<file path="src/pkg/ptp_pkg.sv">
// shared codes for the pcie-to-pci transaction policy block
package ptp_pkg;
	// received or transmitted tlp kind
	localparam logic [3:0] TLP_MRD    = 4'h0;
	localparam logic [3:0] TLP_MRDLK  = 4'h1;
	localparam logic [3:0] TLP_MWR    = 4'h2;
	localparam logic [3:0] TLP_IORD   = 4'h3;
	localparam logic [3:0] TLP_IOWR   = 4'h4;
	localparam logic [3:0] TLP_CFGRD0 = 4'h5;
	localparam logic [3:0] TLP_CFGWR0 = 4'h6;
	localparam logic [3:0] TLP_CFGRD1 = 4'h7;
	localparam logic [3:0] TLP_CFGWR1 = 4'h8;
	localparam logic [3:0] TLP_MSG    = 4'h9;
	localparam logic [3:0] TLP_MSGD   = 4'ha;
	localparam logic [3:0] TLP_CPL    = 4'hb;
	localparam logic [3:0] TLP_CPLD   = 4'hc;
	localparam logic [3:0] TLP_CPLLK  = 4'hd;
	localparam logic [3:0] TLP_CPLDLK = 4'he;
	// message class of a received msg or msgd
	localparam logic [2:0] MSG_OTHER  = 3'h0;
	localparam logic [2:0] MSG_UNLOCK = 3'h1;
	localparam logic [2:0] MSG_SPL    = 3'h2;
	localparam logic [2:0] MSG_VDM0   = 3'h3;
	localparam logic [2:0] MSG_VDM1   = 3'h4;
	localparam logic [2:0] MSG_DEVID  = 3'h5;
	localparam logic [2:0] MSG_IGNORE = 3'h6;
	localparam logic [2:0] MSG_ERRSIG = 3'h7;
	localparam logic [2:0] MSG_INTX   = 3'h0;
	// verdict on a received tlp
	localparam logic [2:0] VD_FWD     = 3'h0;
	localparam logic [2:0] VD_DROP    = 3'h1;
	localparam logic [2:0] VD_UR      = 3'h2;
	localparam logic [2:0] VD_MALF    = 3'h3;
	localparam logic [2:0] VD_MABT    = 3'h4;
	localparam logic [2:0] VD_ABSORB  = 3'h5;
	// ordering class
	localparam logic [2:0] OC_POSTED  = 3'h0;
	localparam logic [2:0] OC_RDREQ   = 3'h1;
	localparam logic [2:0] OC_IOCWR   = 3'h2;
	localparam logic [2:0] OC_RDCPL   = 3'h3;
	localparam logic [2:0] OC_IOCCPL  = 3'h4;
	// slot power limit field layout in the message payload
	localparam int         SPL_VAL_LSB = 0;
	localparam int         SPL_SCL_LSB = 8;
	localparam logic [1:0] SPL_SCL_RST = 2'h0;
	localparam logic [7:0] SPL_VAL_RST = 8'h00;
	typedef enum logic [3:0] {
		LK_IDLE  = 4'b0001,
		LK_DRAIN = 4'b0010,
		LK_RDPCI = 4'b0100,
		LK_FULL  = 4'b1000
	} ptp_lock_state_t;
endpackage : ptp_pkg

</file>
<file path="src/ptp_policy.sv">
// transaction policy and downstream lock engine of the pcie-to-pci bridge
// Functional notes
// receive and transmit only the allowed tlp kinds; others refused.
// vendor messages never forwarded; type 1 dropped silently, type 0 unsupported.
// device id messages end on pci side with master abort.
// ignored messages dropped; error messages unsupported; intx messages malformed.
// legacy interrupt level changes become assert and deassert messages upstream.
// pci power events become pme messages upstream.
// set slot power limit payload loads scale and value fields.
// posted never passes earlier posted, relaxed ordering or not.
// read completion passes posted only with relaxed ordering set.
// requests and write completions never pass posted; all else may pass.
// upstream lock signal ignored; lock only honoured downstream.
// lock established on locked read, lock asserted, target trdy.
// locked read enters target-lock; successful completion enters full-lock.
// locked read issued only after all earlier requests complete.
// in target-lock every received tlp but unlock unsupported; pci side still accepted.
// full-lock retries upstream, non-memory downstream requests unsupported.
// queued upstream requests and own messages held; early completions accepted.
// unlock message ends lock and frees pci bus; an unlock in LK_RDPCI is absorbed without leaving that state.
// pci lock driven on every downstream cycle while bus locked.
// upstream side sends no non-locked traffic while locked.
// abort on first locked read: no lock, error completion.
// abort inside established lock keeps lock until unlock.
`timescale 1ns/10ps
`default_nettype none
module ptp_policy (
	input  wire logic       ref_clk_i,
	input  wire logic       reset_n_i,
	input  wire logic       rx_valid_i,
	input  wire logic [3:0] rx_type_i,
	input  wire logic [2:0] rx_msg_i,
	input  wire logic [9:0] rx_payload_i,
	input  wire logic       tx_valid_i,
	input  wire logic [3:0] tx_type_i,
	input  wire logic [2:0] ord_second_i,
	input  wire logic [2:0] ord_first_i,
	input  wire logic       ord_ro_i,
	input  wire logic       pci_drained_i,
	input  wire logic       lk_trdy_i,
	input  wire logic       lk_abort_i,
	input  wire logic [3:0] intx_n_i,
	input  wire logic       power_event_input_n_i,
	input  wire logic       msg_ready_i,
	output logic            rx_done_o,
	output logic [2:0]      rx_verdict_o,
	output logic            tx_allow_o,
	output logic            ord_pass_o,
	output logic [1:0]      spl_scale_o,
	output logic [7:0]      spl_value_o,
	output logic            lk_issue_o,
	output logic            lk_err_cpl_o,
	output logic            target_lock_o,
	output logic            full_lock_o,
	output logic            up_retry_o,
	output logic            up_hold_o,
	output logic            pci_bus_lock_output_n_o,
	output logic            pci_bus_lock_output_oe_o,
	output logic            int_msg_valid_o,
	output logic            int_msg_assert_o,
	output logic [1:0]      int_msg_line_o,
	output logic            pme_msg_valid_o
);
	ptp_pkg::ptp_lock_state_t st_r;
	ptp_pkg::ptp_lock_state_t st_nxt;
	logic [2:0] vd_nxt;
	logic [3:0] int_sent_r;
	logic [3:0] int_pend;
	logic       pme_seen_r;
	logic       msg_busy;
	logic       is_unlock;

	function automatic logic rx_ok(input logic [3:0] t);
		rx_ok = (t <= ptp_pkg::TLP_CPLD);
	endfunction : rx_ok

	function automatic logic tx_ok(input logic [3:0] t);
		case (t)
			ptp_pkg::TLP_MRD, ptp_pkg::TLP_MWR, ptp_pkg::TLP_IORD,
			ptp_pkg::TLP_IOWR, ptp_pkg::TLP_MSG, ptp_pkg::TLP_CPL,
			ptp_pkg::TLP_CPLD, ptp_pkg::TLP_CPLLK,
			ptp_pkg::TLP_CPLDLK: tx_ok = 1'b1;
			default: tx_ok = 1'b0;
		endcase
	endfunction : tx_ok

	function automatic logic is_msg(input logic [3:0] t);
		is_msg = (t == ptp_pkg::TLP_MSG) || (t == ptp_pkg::TLP_MSGD);
	endfunction : is_msg

	function automatic logic is_mem(input logic [3:0] t);
		is_mem = (t == ptp_pkg::TLP_MRD) || (t == ptp_pkg::TLP_MWR)
			|| (t == ptp_pkg::TLP_MRDLK);
	endfunction : is_mem

	function automatic logic [1:0] top_pend(input logic [3:0] p);
		top_pend = 2'h0;
		for (int i = 0; i < 4; i++)
			if (p[i])
				top_pend = 2'(i); // highest pending line wins, one line per message
	endfunction : top_pend

	function automatic logic is_cpl(input logic [3:0] t);
		is_cpl = (t == ptp_pkg::TLP_CPL) || (t == ptp_pkg::TLP_CPLD);
	endfunction : is_cpl

	function automatic logic can_pass(input logic [2:0] s, input logic [2:0] f,
			input logic ro);
		if (f != ptp_pkg::OC_POSTED)
			can_pass = 1'b1;
		else if (s == ptp_pkg::OC_RDCPL)
			can_pass = ro;
		else
			can_pass = 1'b0;
	endfunction : can_pass

	assign is_unlock = rx_valid_i && is_msg(rx_type_i)
		&& (rx_msg_i == ptp_pkg::MSG_UNLOCK);

	// verdict on each received tlp
	always_comb begin
		vd_nxt = ptp_pkg::VD_FWD;
		if (!rx_ok(rx_type_i)) begin
			vd_nxt = ptp_pkg::VD_UR;
		end else if (is_unlock) begin
			vd_nxt = ptp_pkg::VD_ABSORB;
		end else if (st_r == ptp_pkg::LK_DRAIN || st_r == ptp_pkg::LK_RDPCI) begin
			vd_nxt = ptp_pkg::VD_UR;
		end else if (st_r == ptp_pkg::LK_FULL && !is_mem(rx_type_i)
				&& !is_cpl(rx_type_i)) begin
			vd_nxt = ptp_pkg::VD_UR;
		end else if (is_msg(rx_type_i)) begin
			case (rx_msg_i)
				ptp_pkg::MSG_SPL:    vd_nxt = ptp_pkg::VD_ABSORB;
				ptp_pkg::MSG_VDM1:   vd_nxt = ptp_pkg::VD_DROP;
				ptp_pkg::MSG_VDM0:   vd_nxt = ptp_pkg::VD_UR;
				ptp_pkg::MSG_DEVID:  vd_nxt = ptp_pkg::VD_MABT;
				ptp_pkg::MSG_IGNORE: vd_nxt = ptp_pkg::VD_DROP;
				ptp_pkg::MSG_ERRSIG: vd_nxt = ptp_pkg::VD_UR;
				default:             vd_nxt = ptp_pkg::VD_MALF;
			endcase
		end
	end

	always_ff @(posedge ref_clk_i or negedge reset_n_i) begin
		if (!reset_n_i) begin
			rx_done_o    <= 1'b0;
			rx_verdict_o <= ptp_pkg::VD_FWD;
		end else begin
			rx_done_o    <= rx_valid_i;
			rx_verdict_o <= rx_valid_i ? vd_nxt : ptp_pkg::VD_FWD;
		end
	end

	// slot power limit fields; scale from payload bits 9:8, value from payload bits 7:0
	always_ff @(posedge ref_clk_i or negedge reset_n_i) begin
		if (!reset_n_i) begin
			spl_scale_o <= ptp_pkg::SPL_SCL_RST;
			spl_value_o <= ptp_pkg::SPL_VAL_RST;
		end else if (rx_valid_i && vd_nxt == ptp_pkg::VD_ABSORB
				&& rx_msg_i == ptp_pkg::MSG_SPL) begin
			spl_scale_o <= rx_payload_i[ptp_pkg::SPL_SCL_LSB +: 2];
			spl_value_o <= rx_payload_i[ptp_pkg::SPL_VAL_LSB +: 8];
		end
	end

	always_ff @(posedge ref_clk_i or negedge reset_n_i) begin
		if (!reset_n_i) begin
			tx_allow_o <= 1'b0;
			ord_pass_o <= 1'b0;
		end else begin
			tx_allow_o <= tx_valid_i && tx_ok(tx_type_i);
			ord_pass_o <= can_pass(ord_second_i, ord_first_i, ord_ro_i);
		end
	end

	// lock engine; the pci-side lock input is never consulted for upstream work
	always_comb begin
		st_nxt = st_r;
		case (st_r)
			ptp_pkg::LK_IDLE:
				if (rx_valid_i && rx_type_i == ptp_pkg::TLP_MRDLK)
					st_nxt = ptp_pkg::LK_DRAIN;
			ptp_pkg::LK_DRAIN:
				if (is_unlock)
					st_nxt = ptp_pkg::LK_IDLE;
				else if (pci_drained_i)
					st_nxt = ptp_pkg::LK_RDPCI;
			ptp_pkg::LK_RDPCI:
				if (lk_abort_i)
					st_nxt = ptp_pkg::LK_IDLE;
				else if (lk_trdy_i)
					st_nxt = ptp_pkg::LK_FULL;
			ptp_pkg::LK_FULL:
				if (is_unlock)
					st_nxt = ptp_pkg::LK_IDLE;
			default: st_nxt = ptp_pkg::LK_IDLE;
		endcase
	end

	always_ff @(posedge ref_clk_i or negedge reset_n_i) begin
		if (!reset_n_i)
			st_r <= ptp_pkg::LK_IDLE;
		else
			st_r <= st_nxt;
	end

	always_ff @(posedge ref_clk_i or negedge reset_n_i) begin
		if (!reset_n_i) begin
			lk_issue_o    <= 1'b0;
			lk_err_cpl_o  <= 1'b0;
			target_lock_o <= 1'b0;
			full_lock_o   <= 1'b0;
			up_retry_o    <= 1'b0;
			up_hold_o     <= 1'b0;
		end else begin
			lk_issue_o    <= (st_r == ptp_pkg::LK_DRAIN)
				&& (st_nxt == ptp_pkg::LK_RDPCI);
			lk_err_cpl_o  <= (st_r == ptp_pkg::LK_RDPCI) && lk_abort_i;
			target_lock_o <= (st_nxt == ptp_pkg::LK_DRAIN)
				|| (st_nxt == ptp_pkg::LK_RDPCI);
			full_lock_o   <= (st_nxt == ptp_pkg::LK_FULL);
			up_retry_o    <= (st_nxt == ptp_pkg::LK_FULL);
			up_hold_o     <= (st_nxt == ptp_pkg::LK_FULL);
		end
	end

	// lock pin is driven low for the locked read and for the whole full-lock
	always_ff @(posedge ref_clk_i or negedge reset_n_i) begin
		if (!reset_n_i) begin
			pci_bus_lock_output_n_o  <= 1'b1;
			pci_bus_lock_output_oe_o <= 1'b0;
		end else begin
			pci_bus_lock_output_n_o  <= !((st_nxt == ptp_pkg::LK_RDPCI)
				|| (st_nxt == ptp_pkg::LK_FULL));
			pci_bus_lock_output_oe_o <= (st_nxt == ptp_pkg::LK_RDPCI)
				|| (st_nxt == ptp_pkg::LK_FULL);
		end
	end

	// interrupt and pme messages: one outstanding at a time, stalled under full lock
	assign int_pend = int_sent_r ^ ~intx_n_i;
	assign msg_busy = int_msg_valid_o || pme_msg_valid_o;

	always_ff @(posedge ref_clk_i or negedge reset_n_i) begin
		if (!reset_n_i) begin
			int_sent_r       <= 4'h0;
			int_msg_valid_o  <= 1'b0;
			int_msg_assert_o <= 1'b0;
			int_msg_line_o   <= 2'h0;
		end else if (int_msg_valid_o) begin
			if (msg_ready_i)
				int_msg_valid_o <= 1'b0;
		end else if (!msg_busy && !up_hold_o && int_pend != 4'h0) begin
			int_msg_valid_o                <= 1'b1;
			int_msg_assert_o               <= ~intx_n_i[top_pend(int_pend)];
			int_msg_line_o                 <= top_pend(int_pend);
			int_sent_r[top_pend(int_pend)] <= ~intx_n_i[top_pend(int_pend)];
		end
	end

	always_ff @(posedge ref_clk_i or negedge reset_n_i) begin
		if (!reset_n_i) begin
			pme_seen_r      <= 1'b0;
			pme_msg_valid_o <= 1'b0;
		end else begin
			if (power_event_input_n_i)
				pme_seen_r <= 1'b0;
			if (pme_msg_valid_o) begin
				if (msg_ready_i)
					pme_msg_valid_o <= 1'b0;
			end else if (!power_event_input_n_i && !pme_seen_r && !msg_busy
					&& !up_hold_o && int_pend == 4'h0) begin
				pme_msg_valid_o <= 1'b1;
				pme_seen_r      <= 1'b1;
			end
		end
	end

	property p_unlock_frees;
		@(posedge ref_clk_i) disable iff (!reset_n_i)
		(st_r == ptp_pkg::LK_FULL && is_unlock) |=> !full_lock_o
			&& pci_bus_lock_output_oe_o == 1'b0;
	endproperty
	a_unlock_frees: assert property (p_unlock_frees)
		else $error("lock not released on unlock");

	property p_full_needs_trdy;
		@(posedge ref_clk_i) disable iff (!reset_n_i)
		$rose(full_lock_o) |-> $past(lk_trdy_i) && $past(st_r == ptp_pkg::LK_RDPCI);
	endproperty
	a_full_needs_trdy: assert property (p_full_needs_trdy)
		else $error("full lock without target ready on locked read");

	property p_abort_no_lock;
		@(posedge ref_clk_i) disable iff (!reset_n_i)
		(st_r == ptp_pkg::LK_RDPCI && lk_abort_i) |=> lk_err_cpl_o && !full_lock_o;
	endproperty
	a_abort_no_lock: assert property (p_abort_no_lock)
		else $error("abort on locked read mishandled");

	property p_keep_lock;
		@(posedge ref_clk_i) disable iff (!reset_n_i)
		(st_r == ptp_pkg::LK_FULL && !is_unlock) |=> full_lock_o && up_retry_o;
	endproperty
	a_keep_lock: assert property (p_keep_lock)
		else $error("full lock dropped without unlock");

	property p_issue_after_drain;
		@(posedge ref_clk_i) disable iff (!reset_n_i)
		lk_issue_o |-> $past(pci_drained_i) && !pci_bus_lock_output_n_o;
	endproperty
	a_issue_after_drain: assert property (p_issue_after_drain)
		else $error("locked read issued before drain");

	property p_tgt_ur;
		@(posedge ref_clk_i) disable iff (!reset_n_i)
		(rx_valid_i && target_lock_o && !is_unlock && st_r != ptp_pkg::LK_IDLE)
			|=> rx_verdict_o == ptp_pkg::VD_UR;
	endproperty
	a_tgt_ur: assert property (p_tgt_ur)
		else $error("tlp in target lock not unsupported");

	property p_vdm1_drop;
		@(posedge ref_clk_i) disable iff (!reset_n_i)
		(rx_valid_i && st_r == ptp_pkg::LK_IDLE && rx_type_i == ptp_pkg::TLP_MSG
			&& rx_msg_i == ptp_pkg::MSG_VDM1) |=> rx_verdict_o == ptp_pkg::VD_DROP;
	endproperty
	a_vdm1_drop: assert property (p_vdm1_drop)
		else $error("vendor type 1 message not dropped");

	property p_devid_mabt;
		@(posedge ref_clk_i) disable iff (!reset_n_i)
		(rx_valid_i && st_r == ptp_pkg::LK_IDLE && rx_type_i == ptp_pkg::TLP_MSG
			&& rx_msg_i == ptp_pkg::MSG_DEVID) |=> rx_verdict_o == ptp_pkg::VD_MABT;
	endproperty
	a_devid_mabt: assert property (p_devid_mabt)
		else $error("device id message not master aborted");

	property p_tx_never_lk;
		@(posedge ref_clk_i) disable iff (!reset_n_i)
		(tx_valid_i && (tx_type_i == ptp_pkg::TLP_MRDLK || tx_type_i == ptp_pkg::TLP_MSGD))
			|=> !tx_allow_o;
	endproperty
	a_tx_never_lk: assert property (p_tx_never_lk)
		else $error("forbidden tlp allowed for transmit");

	property p_ord_post;
		@(posedge ref_clk_i) disable iff (!reset_n_i)
		(ord_first_i == ptp_pkg::OC_POSTED && ord_second_i != ptp_pkg::OC_RDCPL)
			|=> !ord_pass_o;
	endproperty
	a_ord_post: assert property (p_ord_post)
		else $error("passing of posted request allowed");

	property p_held_msgs;
		@(posedge ref_clk_i) disable iff (!reset_n_i)
		(up_hold_o && !msg_busy) |=> !int_msg_valid_o && !pme_msg_valid_o;
	endproperty
	a_held_msgs: assert property (p_held_msgs)
		else $error("message sent under lock");

	c_full: cover property (@(posedge ref_clk_i) disable iff (!reset_n_i)
		$rose(full_lock_o));
	c_abort: cover property (@(posedge ref_clk_i) disable iff (!reset_n_i)
		lk_err_cpl_o);
	c_intx: cover property (@(posedge ref_clk_i) disable iff (!reset_n_i)
		int_msg_valid_o && msg_ready_i);
endmodule : ptp_policy
`default_nettype wire

</file>
<file path="config.mk">
export PLATFORM = sky130hd
export DESIGN_NAME = ptp_policy
export DESIGN_NICKNAME = d
export VERILOG_FILES = /design/src/pkg/ptp_pkg.sv /design/src/ptp_policy.sv
export SDC_FILE = /design/constraint.sdc
export NUM_CORES = 1
export LEC_CHECK = 0
export ABC_AREA = 0
export BUFFER_PORTS_ARGS = -buffer_cell sky130_fd_sc_hd__buf_2
export CAP_MARGIN = 20
export CORE_MARGIN = 5
export CORE_UTILIZATION = 35
export CTS_BUF_LIST = sky130_fd_sc_hd__clkbuf_16
export DETAILED_ROUTE_END_ITERATION = 16
export PLACE_DENSITY = 0.59
export SYNTH_ARGS = -nofsm -noshare
export SYNTH_HDL_FRONTEND = slang
export SYNTH_SLANG_ARGS = --single-unit
</file>
<file path="constraint.sdc">
create_clock -name ref_clk_i -period 2.6 [get_ports ref_clk_i]
set_clock_uncertainty 0.15 [all_clocks]
set_input_delay 0.39 -clock ref_clk_i [delete_from_list [all_inputs] [get_ports ref_clk_i]]
set_output_delay 0.39 -clock ref_clk_i [all_outputs]
set_load 0.005 [all_outputs]
</file>
==> insert_results.sql, run 1 <==
INSERT INTO impl_metrics (metric_group, metric, value, unit) VALUES
('synthesis', 'synthAdderAreaFrac', '0', '%'),
('global_routing', 'maximum_number_of_pins_on_one_net_before_global_route_repair', '37', ''),
('critical_path', 'critical_path_required', '2.60', 'ns'),
('floorplan', 'num_rows', '26', ''),
('clock_tree', 'htree_levels', '2', ''),
('sta', 'max_slew.worst_pin.slew', '0.797', 'ns'),
('sta', 'maxSlewHeadroom', '46.8', '%'),
('clock_tree', 'clock_tree_from_tritoncts', 'done', ''),
('clock_tree', 'holdBufCountCts', '0', ''),
('placement', 'place.detailed.hpwl', '3140', 'um'),
('route', 'route.detailed.drc', '0', ''),
('pwr', 'total_design_power', '1.71', 'mW'),
('clock_tree', 'clockBufferDepth', '2', ''),
('synthesis', 'yosys-mux-area-fraction', '10.5', '%'),
('clock_tree', 'clock_transition_at_the_register_clock_pins_on_the_worst_setup_and_hold_paths_after_cts', '0.06', 'ns'),
('placement', 'placedCellCount', '298', ''),
('min_path', 'min-delay-path-class', 'primary input to async pin', ''),
('synthesis', 'synth_cells', '165', ''),
('critical_path', 'timing.critical_path.to_type', 'flip-flop', ''),
('placement', 'preCtsSetupSlack', '0.512', 'ns'),
('placement', 'io_buffers', '69', ''),
('synthesis', 'post_synth.cell_area_avg', '11.0', 'um^2'),
('route', 'dr_total_vias', '1461', ''),
('final_layout', 'design.final.nets', '276', ''),
('final_layout', 'final_core_utilization', '46.5', '%'),
('floorplan', 'fp.dieH', '82.2', 'um'),
('job', 'max-cap-violations', '0', ''),
('synthesis', 'synthesized_area', '1820', 'um^2'),
('synthesis', 'synth_seq_area_share', '49.6', '%'),
('outcome', 'status', 'complete, no violations', ''),
('floorplan', 'die_x', '82.2', 'um'),
('pwr', 'p_per_area', '724', 'nW/um^2'),
('global_routing', 'grt_pass1_wl', '6310', 'um'),
('route', 'detail_route.wirelength', '4040', 'um'),
('floorplan', 'fp.coreArea', '5070', 'um^2'),
('clock_tree', 'tritoncts.num_buffers', '5', ''),
('clock_tree', 'postCtsSetupBuffers', '0', ''),
('final_layout', 'antenna-diode-count', '0', ''),
('critical_path', 'timing.reg2reg.setup_slack', '0.69', 'ns'),
('synthesis', 'synth-simple-area-share', '17.4', '%'),
('synthesis', 'synth_top_family_by_area', 'simple AND/OR/NAND/NOR gates', ''),
('global_routing', 'first_global_vias', '1414', ''),
('route', 'drt_pre_antenna_iters', '5', ''),
('sta', 'setup_repair_after_global_routing_missed_its_margin', 'false', ''),
('synthesis', 'async_s_r_ff_share_synth', '100', '%'),
('placement', 'place.gp.congestion', '0.756', ''),
('final_layout', 'fraction_of_final_layout_cells_with_drive_strength_greater_than_1', '43.6', '%'),
('critical_path', 'criticalPathCategory', 'flip-flop to flip-flop', ''),
('sta', 'worst_slack', '0.688', 'ns'),
('sta', 'finalSetupViolations', '0', ''),
('clock_tree', 'cts.sink_count', '36', ''),
('critical_path', 'critPathLaunchType', 'flip-flop', ''),
('route', 'vias_per_cell', '4.77', ''),
('synthesis', 'synthesized_area_fraction_occupied_by_xor_and_xnor_cells', '3.36', '%'),
('sta', 'final_report_max_slew_violation_count', '0', ''),
('floorplan', 'boundaryPins', '70', ''),
('synthesis', 'area_fraction_in_compound_gates_after_synthesis', '14.7', '%'),
('global_routing', 'gr-total-overflow', '0', ''),
('global_routing', 'antenna_found_initial', '0', ''),
('pwr', 'p_leak', '1.18', 'nW'),
('route', 'ant_nets', '0', ''),
('sta', 'final.min_clock_period', '1.91', 'ns'),
('clock_tree', 'clock_latency', '0.27', 'ns'),
('critical_path', 'worst-path-max-fanout', '10', ''),
('synthesis', 'count_of_flip_flops_with_a_built_in_enable_after_synthesis', '0', ''),
('clock_tree', 'clockRootBuffer', 'sky130_fd_sc_hd__clkbuf_16', ''),
('final_layout', 'final-instance-count-excl-fill', '306', ''),
('critical_path', 'worst_ep_arrival_time', '1.92', 'ns'),
('clock_tree', 'post_cts_resized', '0', ''),
('route', 'drt-wirelength-per-cell', '13.2', 'um'),
('sta', 'timing.final.crit_share', '73.6', '%');
-- placed cells by master (no fill, tap or decap), drive strengths merged, types with 3 or more instances in the layout --
master	synthesis	layout
nor3	3	3
mux2	11	11
dfrtp	34	34
nor4b	4	4
xnor2	5	5
clkinv	0	3
nand4b	3	3
nand2	14	14
inv	9	9
mux2i	3	3
o21ai	8	8
clkbuf	3	5
o21a	3	3
nor2	5	5
a21oi	10	10
nand2b	3	3
buf	5	71
-- routing by layer --
layer	vias to the layer above	share of wire, %	wire [um]	track usage, %
met1	690	42	1690	15.2
met3	4	4.3	173	2.06
met5	-	0	0	0
met4	0	1.3	53	6.98
li1	736	-	-	-
met2	31	53	2120	20.5
-- where the power goes --
group | total, mW | switching, mW | internal [mW]
Clock | 0.562 | 0.214 | 0.348
Sequential | 0.717 | 0.0633 | 0.653
Combinational | 0.433 | 0.223 | 0.210
Total | 1.71 | 0.500 | 1.21
-- cells by family after synthesis --
kind of cell,after synthesis
AND/OR/NAND/NOR,51
AO/OA/AOI/OAI,40
flip-flops,36
buffers and inverters,17
multiplexers,14
XOR/XNOR,7
-- synth_stat cells, types with 2 or more instances --
| cell | instances | area share [%] |
|---|---|---|
| sky130_fd_sc_hd__a211o_1 | 2 | 0.96 |
| sky130_fd_sc_hd__a21oi_1 | 10 | 2.7 |
| sky130_fd_sc_hd__a22o_2 | 2 | 1.1 |
| sky130_fd_sc_hd__buf_2 | 2 | 0.55 |
| sky130_fd_sc_hd__buf_4 | 2 | 0.82 |
| sky130_fd_sc_hd__clkbuf_1 | 3 | 0.62 |
| sky130_fd_sc_hd__dfrtp_1 | 34 | 47 |
| sky130_fd_sc_hd__dfstp_2 | 2 | 2.9 |
| sky130_fd_sc_hd__inv_1 | 9 | 1.9 |
| sky130_fd_sc_hd__mux2_4 | 10 | 8.2 |
| sky130_fd_sc_hd__mux2i_1 | 3 | 1.6 |
| sky130_fd_sc_hd__nand2_1 | 14 | 2.9 |
| sky130_fd_sc_hd__nand2b_1 | 3 | 1.0 |
| sky130_fd_sc_hd__nand3_1 | 2 | 0.55 |
| sky130_fd_sc_hd__nand3b_1 | 2 | 0.82 |
| sky130_fd_sc_hd__nand4b_1 | 3 | 1.4 |
| sky130_fd_sc_hd__nor2_1 | 5 | 1.0 |
| sky130_fd_sc_hd__nor2b_1 | 2 | 0.69 |
| sky130_fd_sc_hd__nor3_1 | 3 | 0.82 |
| sky130_fd_sc_hd__nor4b_1 | 3 | 1.4 |
| sky130_fd_sc_hd__o211ai_1 | 2 | 0.82 |
| sky130_fd_sc_hd__o21a_1 | 3 | 1.2 |
| sky130_fd_sc_hd__o21ai_0 | 8 | 2.2 |
| sky130_fd_sc_hd__o221ai_1 | 2 | 0.96 |
| sky130_fd_sc_hd__o22ai_1 | 2 | 0.69 |
| sky130_fd_sc_hd__o31ai_1 | 2 | 0.82 |
| sky130_fd_sc_hd__or2_2 | 2 | 0.69 |
| sky130_fd_sc_hd__or3_1 | 2 | 0.69 |
| sky130_fd_sc_hd__xnor2_1 | 5 | 2.4 |
| sky130_fd_sc_hd__xor2_1 | 2 | 0.96 |
-- registers in the layout (all words and copies together) (netlist names), 2 cells and up --
signal and flops:
int_msg_line_o 2, int_sent_r 4, rx_verdict_o 3, spl_scale_o 2, spl_value_o 8, st_r 4
-- critical path: stages (launching register included) --
cell	delay, ns
sky130_fd_sc_hd__dfrtp_1	0.46
sky130_fd_sc_hd__xnor2_1	0.23
sky130_fd_sc_hd__a211o_1	0.20
sky130_fd_sc_hd__nor4b_4	0.19
sky130_fd_sc_hd__buf_4	0.25
sky130_fd_sc_hd__mux2_4	0.32
-- cell type report --
class	instances	area (um^2)
Clock buffer	5	125
Sequential cell	36	903
Fill cell	513	2710
Clock inverter	3	13.8
Multi-Input combinational cell	112	838
Inverter	9	33.8
Tap cell	70	87.6
Timing Repair Buffer	71	360
-- through the flow --
step	cell area [um^2]	hold slack [ns]
6_report	2360	0.0467
5_1_grt	2360	0.121
4_1_cts	2360	0.0729
3_5_place_dp	2220	0.333
3_3_place_gp	2220	0.319
2_1_floorplan	1820	-0.0556
-- worst paths after layout --
path	start	cells past startpoint	to
min reg2reg	pme_seen_r	1	pme_msg_valid_o
min in group ref_clk_i	power_event_input_n_i	2	pme_seen_r
max reg2reg	st_r[1]	5	spl_scale_o[1]
min	reset_n_i	1	lk_err_cpl_o
max in group asynchronous	reset_n_i	1	spl_value_o[7]
max	st_r[1]	5	spl_scale_o[1]
No activity file was read; power rests on OpenSTA's default activity.
==> run 2, diff against run 1 <==
--- a/config.mk
+++ b/config.mk
@@ -12,7 +12,7 @@
 export CORE_UTILIZATION = 35
 export CTS_BUF_LIST = sky130_fd_sc_hd__clkbuf_16
 export DETAILED_ROUTE_END_ITERATION = 16
-export PLACE_DENSITY = 0.59
+export PLACE_DENSITY = 0.62
 export SYNTH_ARGS = -nofsm -noshare
 export SYNTH_HDL_FRONTEND = slang
 export SYNTH_SLANG_ARGS = --single-unit
==> constraint.sdc (replaced) <==
create_clock -name ref_clk_i -period 1.64 [get_ports ref_clk_i]
set_clock_uncertainty 0.15 [all_clocks]
set_input_delay 0.246 -clock ref_clk_i [delete_from_list [all_inputs] [get_ports ref_clk_i]]
set_output_delay 0.246 -clock ref_clk_i [all_outputs]
set_load 0.005 [all_outputs]
==> run 2 against run 1 <==
  * The run now ends with setup timing left
  * Clock-buffer cell count unchanged
  * First-iteration DRC count grew 6.3%
  * Clock power is 58% higher
  * Sequential cell count unchanged
  * Setup slack worse by 0.86 ns
  * Power increased by 80%
  * Worst hold slack worse by 0.023 ns
  * Critical path depth is the same
  * Sequential power rose by 56%
  * Largest cell class is now multi-input gates
  * Largest power group unchanged
==> insert_results.sql, run 2 (synthesis gave the netlist of run 1 again) <==
INSERT INTO impl_metrics (metric_group, metric, value, unit) VALUES
('global_routing', 'antenna_found_initial', '0', ''),
('route', 'drtIter0Drc', '34', ''),
('critical_path', 'critPathLaunchType', 'flip-flop', ''),
('critical_path', 'critPathBufInv', '1', ''),
('job', 'max-cap-violations', '0', ''),
('sta', 'final.setup.tns', '-2.19', 'ns'),
('critical_path', 'timing.reg2reg.setup_slack', '-0.17', 'ns'),
('sta', 'maxSlewHeadroom', '76.1', '%'),
('floorplan', 'num_rows', '26', ''),
('placement', 'preCtsSetupSlack', '-0.269', 'ns'),
('sta', 'timing.final.crit_share', '110', '%'),
('global_routing', 'maximum_number_of_pins_on_one_net_before_global_route_repair', '23', ''),
('clock_tree', 'clockRootBuffer', 'sky130_fd_sc_hd__clkbuf_16', ''),
('min_path', 'min-delay-path-class', 'primary input to flip-flop', ''),
('global_routing', 'gr-total-overflow', '0', ''),
('outcome', 'status', 'finished with violations', ''),
('critical_path', 'critical_path.slowest_cell', 'sky130_fd_sc_hd__dfrtp_2', ''),
('floorplan', 'fp.dieH', '82.2', 'um'),
('clock_tree', 'cts.sink_count', '36', ''),
('final_layout', 'largest_register_ff_count', '8', ''),
('final_layout', 'syn2layout_area_growth', '52.8', '%'),
('sta', 'finalSetupViolations', '17', ''),
('floorplan', 'fp.coreArea', '5070', 'um^2'),
('sta', 'fmaxAchievable', '552', 'MHz'),
('sta', 'worst_slack', '-0.172', 'ns'),
('final_layout', 'design.final.nets', '315', ''),
('critical_path', 'r2r-end', 'spl_value_o[2]', ''),
('final_layout', 'seqCellArea', '905', 'um^2'),
('floorplan', 'boundaryPins', '70', ''),
('route', 'ant_nets', '0', ''),
('floorplan', 'design.die.area', '6750', 'um^2'),
('floorplan', 'start_util', '35.9', '%'),
('clock_tree', 'clock_latency', '0.27', 'ns'),
('floorplan', 'die_x', '82.2', 'um'),
('route', 'drt-wirelength-per-cell', '12.6', 'um'),
('final_layout', 'layout.cells.most_common', 'sky130_fd_sc_hd__buf_2', ''),
('critical_path', 'criticalPathCategory', 'flip-flop to flip-flop', ''),
('critical_path', 'timing.critical_path.to_type', 'flip-flop', ''),
('route', 'vias_per_cell', '4.66', ''),
('min_path', 'hold_path_startpoint', 'ord_first_i[0]', ''),
('final_layout', 'antenna-diode-count', '0', ''),
('critical_path', 'critical_path.reg2reg.startpoint', 'st_r[1]', ''),
('sta', 'max_slew.worst_pin.slew', '0.353', 'ns'),
('final_layout', 'n_fill_cell', '467', ''),
('final_layout', 'area_of_the_multi_input_gates', '935', 'um^2'),
('min_path', 'min_delay_worst_endpoint', 'ord_pass_o', ''),
('placement', 'postPlaceCellArea', '2540', 'um^2'),
('route', 'dr_total_vias', '1607', ''),
('final_layout', 'final_core_utilization', '54.9', '%'),
('critical_path', 'reg2regPathDepth', '5', ''),
('min_path', 'hold_depth', '3', ''),
('final_layout', 'largest-register', 'spl_value_o', ''),
('placement', 'io_buffers', '69', ''),
('route', 'route.detailed.drc', '0', ''),
('critical_path', 'crit_chain', 'xnor2_2 -> a211o_1 -> nor4b_4 -> buf_12 -> mux2_4', ''),
('placement', 'place.gp.congestion', '0.822', ''),
('critical_path', 'worst_ep_arrival_time', '1.82', 'ns'),
('critical_path', 'cp_top_family', 'flip-flops', ''),
('clock_tree', 'htree_levels', '2', ''),
('pwr', 'p_leak', '1.40', 'nW'),
('critical_path', 'critPathMaxStageDelay', '0.46', 'ns'),
('route', 'drt_pre_antenna_iters', '4', ''),
('critical_path', 'critical_path_required', '1.65', 'ns'),
('final_layout', 'mostFrequentLayoutCells', 'sky130_fd_sc_hd__buf_2, sky130_fd_sc_hd__buf_4, sky130_fd_sc_hd__dfrtp_1', ''),
('final_layout', 'post-route-cell-area', '2790', 'um^2'),
('sta', 'final_hold_violating_endpoints', '0', ''),
('global_routing', 'globalRouteTotalUtil', '13.3', '%'),
('sta', 'final.min_clock_period', '1.81', 'ns'),
('critical_path', 'worst-path-max-fanout', '10', ''),
('global_routing', 'first_global_vias', '1523', ''),
('clock_tree', 'tritoncts.num_buffers', '5', ''),
('clock_tree', 'clock_transition_at_the_register_clock_pins_on_the_worst_setup_and_hold_paths_after_cts', '0.05', 'ns'),
('pwr', 'p_per_area', '1110', 'nW/um^2'),
('final_layout', 'fraction_of_final_layout_cells_with_drive_strength_greater_than_1', '55.6', '%'),
('outcome', 'violations_in_the_final_reports', 'setup timing', ''),
('final_layout', 'reg.largest.list', 'spl_value_o x8, int_sent_r x4, st_r x4', ''),
('clock_tree', 'clock_tree_from_tritoncts', 'done', ''),
('route', 'detail_route.wirelength', '4350', 'um'),
('clock_tree', 'clockBufferDepth', '2', ''),
('clock_tree', 'postCtsSetupBuffers', '0', ''),
('pwr', 'ir_drop', '0.517', 'mV'),
('sta', 'setup_repair_after_global_routing_missed_its_margin', 'true', ''),
('global_routing', 'grt_pass1_wl', '6800', 'um'),
('placement', 'place.detailed.hpwl', '3460', 'um'),
('sta', 'final_report_max_slew_violation_count', '0', '');
[run 2: changes by cell type in the layout (fill, tap and decap cells not counted), moves of 2 or more]
cell and delta:
sky130_fd_sc_hd__xnor2_2 +2, sky130_fd_sc_hd__xnor2_1 -2, sky130_fd_sc_hd__dlygate4sd3_1 +3, sky130_fd_sc_hd__buf_4 +34, sky130_fd_sc_hd__buf_12 +2, sky130_fd_sc_hd__clkinv_2 -2
[run 2: area by class of cell]
type | count | area share, %
Clock buffer | 5 | 4.49
Inverter | 9 | 1.21
Multi-Input combinational cell | 112 | 33.5
Tap cell | 70 | 3.14
Timing Repair Buffer | 110 | 24.6
Sequential cell | 36 | 32.5
Clock inverter | 3 | 0.539
[run 2: routing by layer]
| layer | GRT usage (%) | wire [um] | part of all wire, % | vias up |
|---|---|---|---|---|
| met1 | 16.9 | 1930 | 44 | 750 |
| met4 | 5.81 | 66 | 1.5 | 0 |
| li1 | - | - | - | 813 |
| met2 | 21.6 | 2100 | 48 | 39 |
| met3 | 3.15 | 248 | 5.7 | 5 |
| met5 | 0 | 0 | 0 | - |
[run 2: worst max-delay path by stage]
stage / from / to / slack [ns] / depth (start not counted)
detailed placement: rx_msg_i[0] / spl_value_o[2] / -0.27 / 5
global placement: rx_msg_i[0] / spl_scale_o[1] / -0.25 / 5
global route: st_r[1] / spl_scale_o[1] / -0.27 / 5
floorplan: st_r[1] / spl_scale_o[0] / -0.12 / 6
finish: st_r[1] / spl_value_o[2] / -0.17 / 5
CTS: st_r[1] / spl_value_o[2] / -0.18 / 5
[run 2: worst min-delay path, cell delays in order]
cell,delay (ns)
sky130_fd_sc_hd__buf_2,0.07
sky130_fd_sc_hd__nor3_1,0.04
sky130_fd_sc_hd__nand2_1,0.05
[run 2: what timing repair did]
item	4_1_cts	5_1_grt
hold buffers	3	0
hold endpoints to repair	16	0
pin swaps	0	3
endpoints found under the setup margin	20	24
resized for setup	3	11
[run 2: through the flow]
step           cells  hold WS (ns)  power, mW
3_5_place_dp     334        0.0331       2.09
3_3_place_gp     334        0.0288       2.07
5_1_grt          345        0.0387       3.29
6_report         345        0.0234       3.08
4_1_cts          345        0.0245       3.01
2_1_floorplan    165        -0.200       1.61
[run 2: power by group]
part	leakage, nW	internal, mW	switching, mW
Combinational	0.873	0.581	0.489
Clock	0.0687	0.551	0.337
Sequential	0.456	1.04	0.0870
Total	1.40	2.17	0.913
==> run 3, diff against run 2 <==
--- a/config.mk
+++ b/config.mk
@@ -12,7 +12,8 @@
 export CORE_UTILIZATION = 35
 export CTS_BUF_LIST = sky130_fd_sc_hd__clkbuf_16
 export DETAILED_ROUTE_END_ITERATION = 16
-export PLACE_DENSITY = 0.62
+export PLACE_DENSITY = 0.67
+export REMOVE_ABC_BUFFERS = 1
 export SYNTH_ARGS = -nofsm -noshare
 export SYNTH_HDL_FRONTEND = slang
 export SYNTH_SLANG_ARGS = --single-unit
==> run 3 against run 2 <==
  * The run still ends with setup timing left
  * Power is 5.6% higher
  * Cell count is 0.58% higher
  * Die area stayed put
  * Non-clock buffer count is 2 higher
  * Register-to-register slack hardly changed
  * Worst hold slack worse by 0.0020 ns
  * Wire length is 7.2% higher
  * Clock-buffer cell count stayed put
==> insert_results.sql, run 3 (synthesis gave the netlist of run 1 again) <==
INSERT INTO impl_metrics (metric_group, metric, value, unit) VALUES
('job', 'max-cap-violations', '0', ''),
('final_layout', 'final_core_utilization', '56.3', '%'),
('sta', 'timing.final.crit_share', '111', '%'),
('critical_path', 'crit_chain', 'buf_4 -> or4_4 -> o22ai_2 -> a21oi_2 -> a211o_1', ''),
('global_routing', 'globalRouteTotalUtil', '14.0', '%'),
('clock_tree', 'clock_tree_from_tritoncts', 'done', ''),
('route', 'drt_pre_antenna_iters', '4', ''),
('route', 'highest-signal-layer', 'met4', ''),
('clock_tree', 'clockRootBuffer', 'sky130_fd_sc_hd__clkbuf_16', ''),
('placement', 'io_buffers', '69', ''),
('critical_path', 'critical_path_required', '1.69', 'ns'),
('route', 'route.detailed.drc', '0', ''),
('floorplan', 'start_util', '35.9', '%'),
('global_routing', 'grt_pass1_wl', '7180', 'um'),
('global_routing', 'gr-total-overflow', '0', ''),
('pwr', 'p_per_area', '1140', 'nW/um^2'),
('critical_path', 'criticalPathCategory', 'flip-flop to flip-flop', ''),
('floorplan', 'die_x', '82.2', 'um'),
('critical_path', 'critical_path.slowest_cell', 'sky130_fd_sc_hd__or4_4', ''),
('sta', 'fmaxAchievable', '549', 'MHz'),
('min_path', 'min-delay-path-class', 'primary input to flip-flop', ''),
('placement', 'place.gp.congestion', '0.838', ''),
('global_routing', 'maximum_number_of_pins_on_one_net_before_global_route_repair', '23', ''),
('pwr', 'sw_frac_of_total', '28.6', '%'),
('floorplan', 'boundaryPins', '70', ''),
('placement', 'postPlaceCellArea', '2510', 'um^2'),
('sta', 'max_slew.worst_pin.slew', '0.490', 'ns'),
('final_layout', 'antenna-diode-count', '0', ''),
('final_layout', 'fraction_of_final_layout_cells_with_drive_strength_greater_than_1', '57.4', '%'),
('final_layout', 'layout.cells.most_common', 'sky130_fd_sc_hd__buf_2', ''),
('sta', 'final.setup.tns', '-2.14', 'ns'),
('pwr', 'combPwrFrac', '33.5', '%'),
('final_layout', 'reg.largest.list', 'spl_value_o x8, int_sent_r x4, st_r x4', ''),
('sta', 'finalSetupViolations', '15', ''),
('placement', 'place.detailed.hpwl', '3580', 'um'),
('clock_tree', 'clockBufferDepth', '2', ''),
('critical_path', 'cp_num_cells', '5', ''),
('route', 'met1Wirelength', '1980', 'um'),
('critical_path', 'timing.reg2reg.setup_slack', '-0.18', 'ns'),
('sta', 'maxSlewHeadroom', '67.3', '%'),
('global_routing', 'first_global_vias', '1640', ''),
('route', 'route.met3.wl', '259', 'um'),
('route', 'drt-wirelength-per-cell', '13.4', 'um'),
('route', 'dr_total_vias', '1654', ''),
('min_path', 'min_delay_worst_endpoint', 'ord_pass_o', ''),
('clock_tree', 'clock_latency', '0.27', 'ns'),
('final_layout', 'design.final.nets', '317', ''),
('critical_path', 'reg2regPathDepth', '5', ''),
('pwr', 'p_int', '2.32', 'mW'),
('global_routing', 'antenna_found_initial', '0', ''),
('critical_path', 'critical_path.reg2reg.startpoint', 'st_r[1]', ''),
('sta', 'final_hold_violating_endpoints', '0', ''),
('sta', 'final.min_clock_period', '1.82', 'ns'),
('floorplan', 'fp.coreArea', '5070', 'um^2'),
('sta', 'final_report_max_slew_violation_count', '0', ''),
('route', 'detail_route.wirelength', '4660', 'um'),
('critical_path', 'cp_top_family', 'compound AO/OA/AOI/OAI gates', ''),
('floorplan', 'fp.dieH', '82.2', 'um'),
('critical_path', 'setup.worst_path.start', 'st_r[1]', ''),
('critical_path', 'critPathBufInv', '1', ''),
('sta', 'worst_slack', '-0.182', 'ns'),
('clock_tree', 'cts.sink_count', '36', ''),
('critical_path', 'worst_ep_arrival_time', '1.87', 'ns'),
('clock_tree', 'clock_transition_at_the_register_clock_pins_on_the_worst_setup_and_hold_paths_after_cts', '0.05', 'ns'),
('critical_path', 'critPathLaunchType', 'flip-flop', ''),
('critical_path', 'critPathMaxStageDelay', '0.50', 'ns'),
('sta', 'setup_repair_after_global_routing_missed_its_margin', 'true', ''),
('outcome', 'violations_in_the_final_reports', 'setup timing', ''),
('pwr', 'power_dissipated_by_switching_net_loads', '0.931', 'mW'),
('critical_path', 'timing.critical_path.to_type', 'flip-flop', ''),
('final_layout', 'post-route-cell-area', '2860', 'um^2'),
('floorplan', 'design.die.area', '6750', 'um^2'),
('clock_tree', 'htree_levels', '2', ''),
('clock_tree', 'tritoncts.num_buffers', '5', ''),
('route', 'drtIter0Drc', '54', ''),
('pwr', 'total_design_power', '3.25', 'mW'),
('final_layout', 'largest_register_ff_count', '8', ''),
('final_layout', 'largest-register', 'spl_value_o', ''),
('final_layout', 'mostFrequentLayoutCells', 'sky130_fd_sc_hd__buf_2, sky130_fd_sc_hd__buf_4, sky130_fd_sc_hd__dfrtp_1', ''),
('outcome', 'status', 'finished with violations', ''),
('min_path', 'hold_path_startpoint', 'ord_first_i[2]', ''),
('route', 'wl_met2', '2330', 'um'),
('pwr', 'ir_drop', '0.711', 'mV'),
('route', 'ant_nets', '0', ''),
('final_layout', 'syn2layout_area_growth', '56.6', '%'),
('critical_path', 'worst-path-max-fanout', '5', ''),
('min_path', 'hold_depth', '3', ''),
('floorplan', 'num_rows', '26', ''),
('critical_path', 'r2r-end', 'pci_bus_lock_output_n_o', ''),
('pwr', 'power.sequential.fraction', '34.6', '%'),
('route', 'vias_per_cell', '4.77', ''),
('pwr', 'p_leak', '1.41', 'nW'),
('pwr', 'power.share.clock', '32.0', '%');
-- run 3: worst max-delay path by stage --
stage               slack (ns)                 endpoint
floorplan                -0.40           spl_scale_o[0]
global placement         -0.25           spl_value_o[5]
detailed placement       -0.28           spl_scale_o[1]
CTS                      -0.17           spl_value_o[0]
global route             -0.23           spl_value_o[0]
finish                   -0.18  pci_bus_lock_output_n_o
-- run 3: area by class of cell --
| type | instances | area [um^2] |
|---|---|---|
| clock buffer | 5 | 125 |
| clock inverter | 3 | 37.5 |
| fill | 441 | 2220 |
| inverter | 9 | 33.8 |
| multi-input combinational | 112 | 978 |
| sequential | 36 | 905 |
| tap | 70 | 87.6 |
| timing repair buffer | 112 | 688 |
-- run 3: layer usage --
| metal | up-vias | global-route usage (%) |
|---|---|---|
| li1 | 813 | - |
| met1 | 787 | 16.5 |
| met2 | 46 | 24.4 |
| met3 | 8 | 2.82 |
| met4 | 0 | 6.15 |
| met5 | - | 0 |
-- run 3: power by group through the flow --
stage | Sequential, mW | Combinational (mW) | Clock, mW
2_1_floorplan | 1.15 | 0.428 | 0
3_3_place_gp | 1.12 | 0.898 | 0
3_5_place_dp | 1.13 | 0.914 | 0
4_1_cts | 1.11 | 0.974 | 1.07
5_1_grt | 1.14 | 1.19 | 1.09
6_report | 1.12 | 1.09 | 1.04
-- run 3: tightest hold or removal path: cells and delay by family --
kind	cells	cell delay [ns]
buffers and inverters	1	0.07
and+or+nand+nor	2	0.08
-- run 3: repair_timing --
| item | CTS | global route |
|---|---|---|
| gates resized for setup | 14 | 12 |
| setup buffers | 1 | 1 |
| endpoints found under the hold margin | 21 | 0 |
| pin swaps | 2 | 7 |
| endpoints found under the setup margin | 25 | 25 |
| hold buffers | 3 | 0 |
-- run 3: stage by stage --
stage	hold slack, ns	worst slack, ns	cells
2_1_floorplan	-0.200	-0.404	157
3_5_place_dp	0.0918	-0.277	334
6_report	0.0214	-0.182	347
3_3_place_gp	0.0908	-0.249	334
5_1_grt	0.0263	-0.230	347
4_1_cts	0.0172	-0.167	346
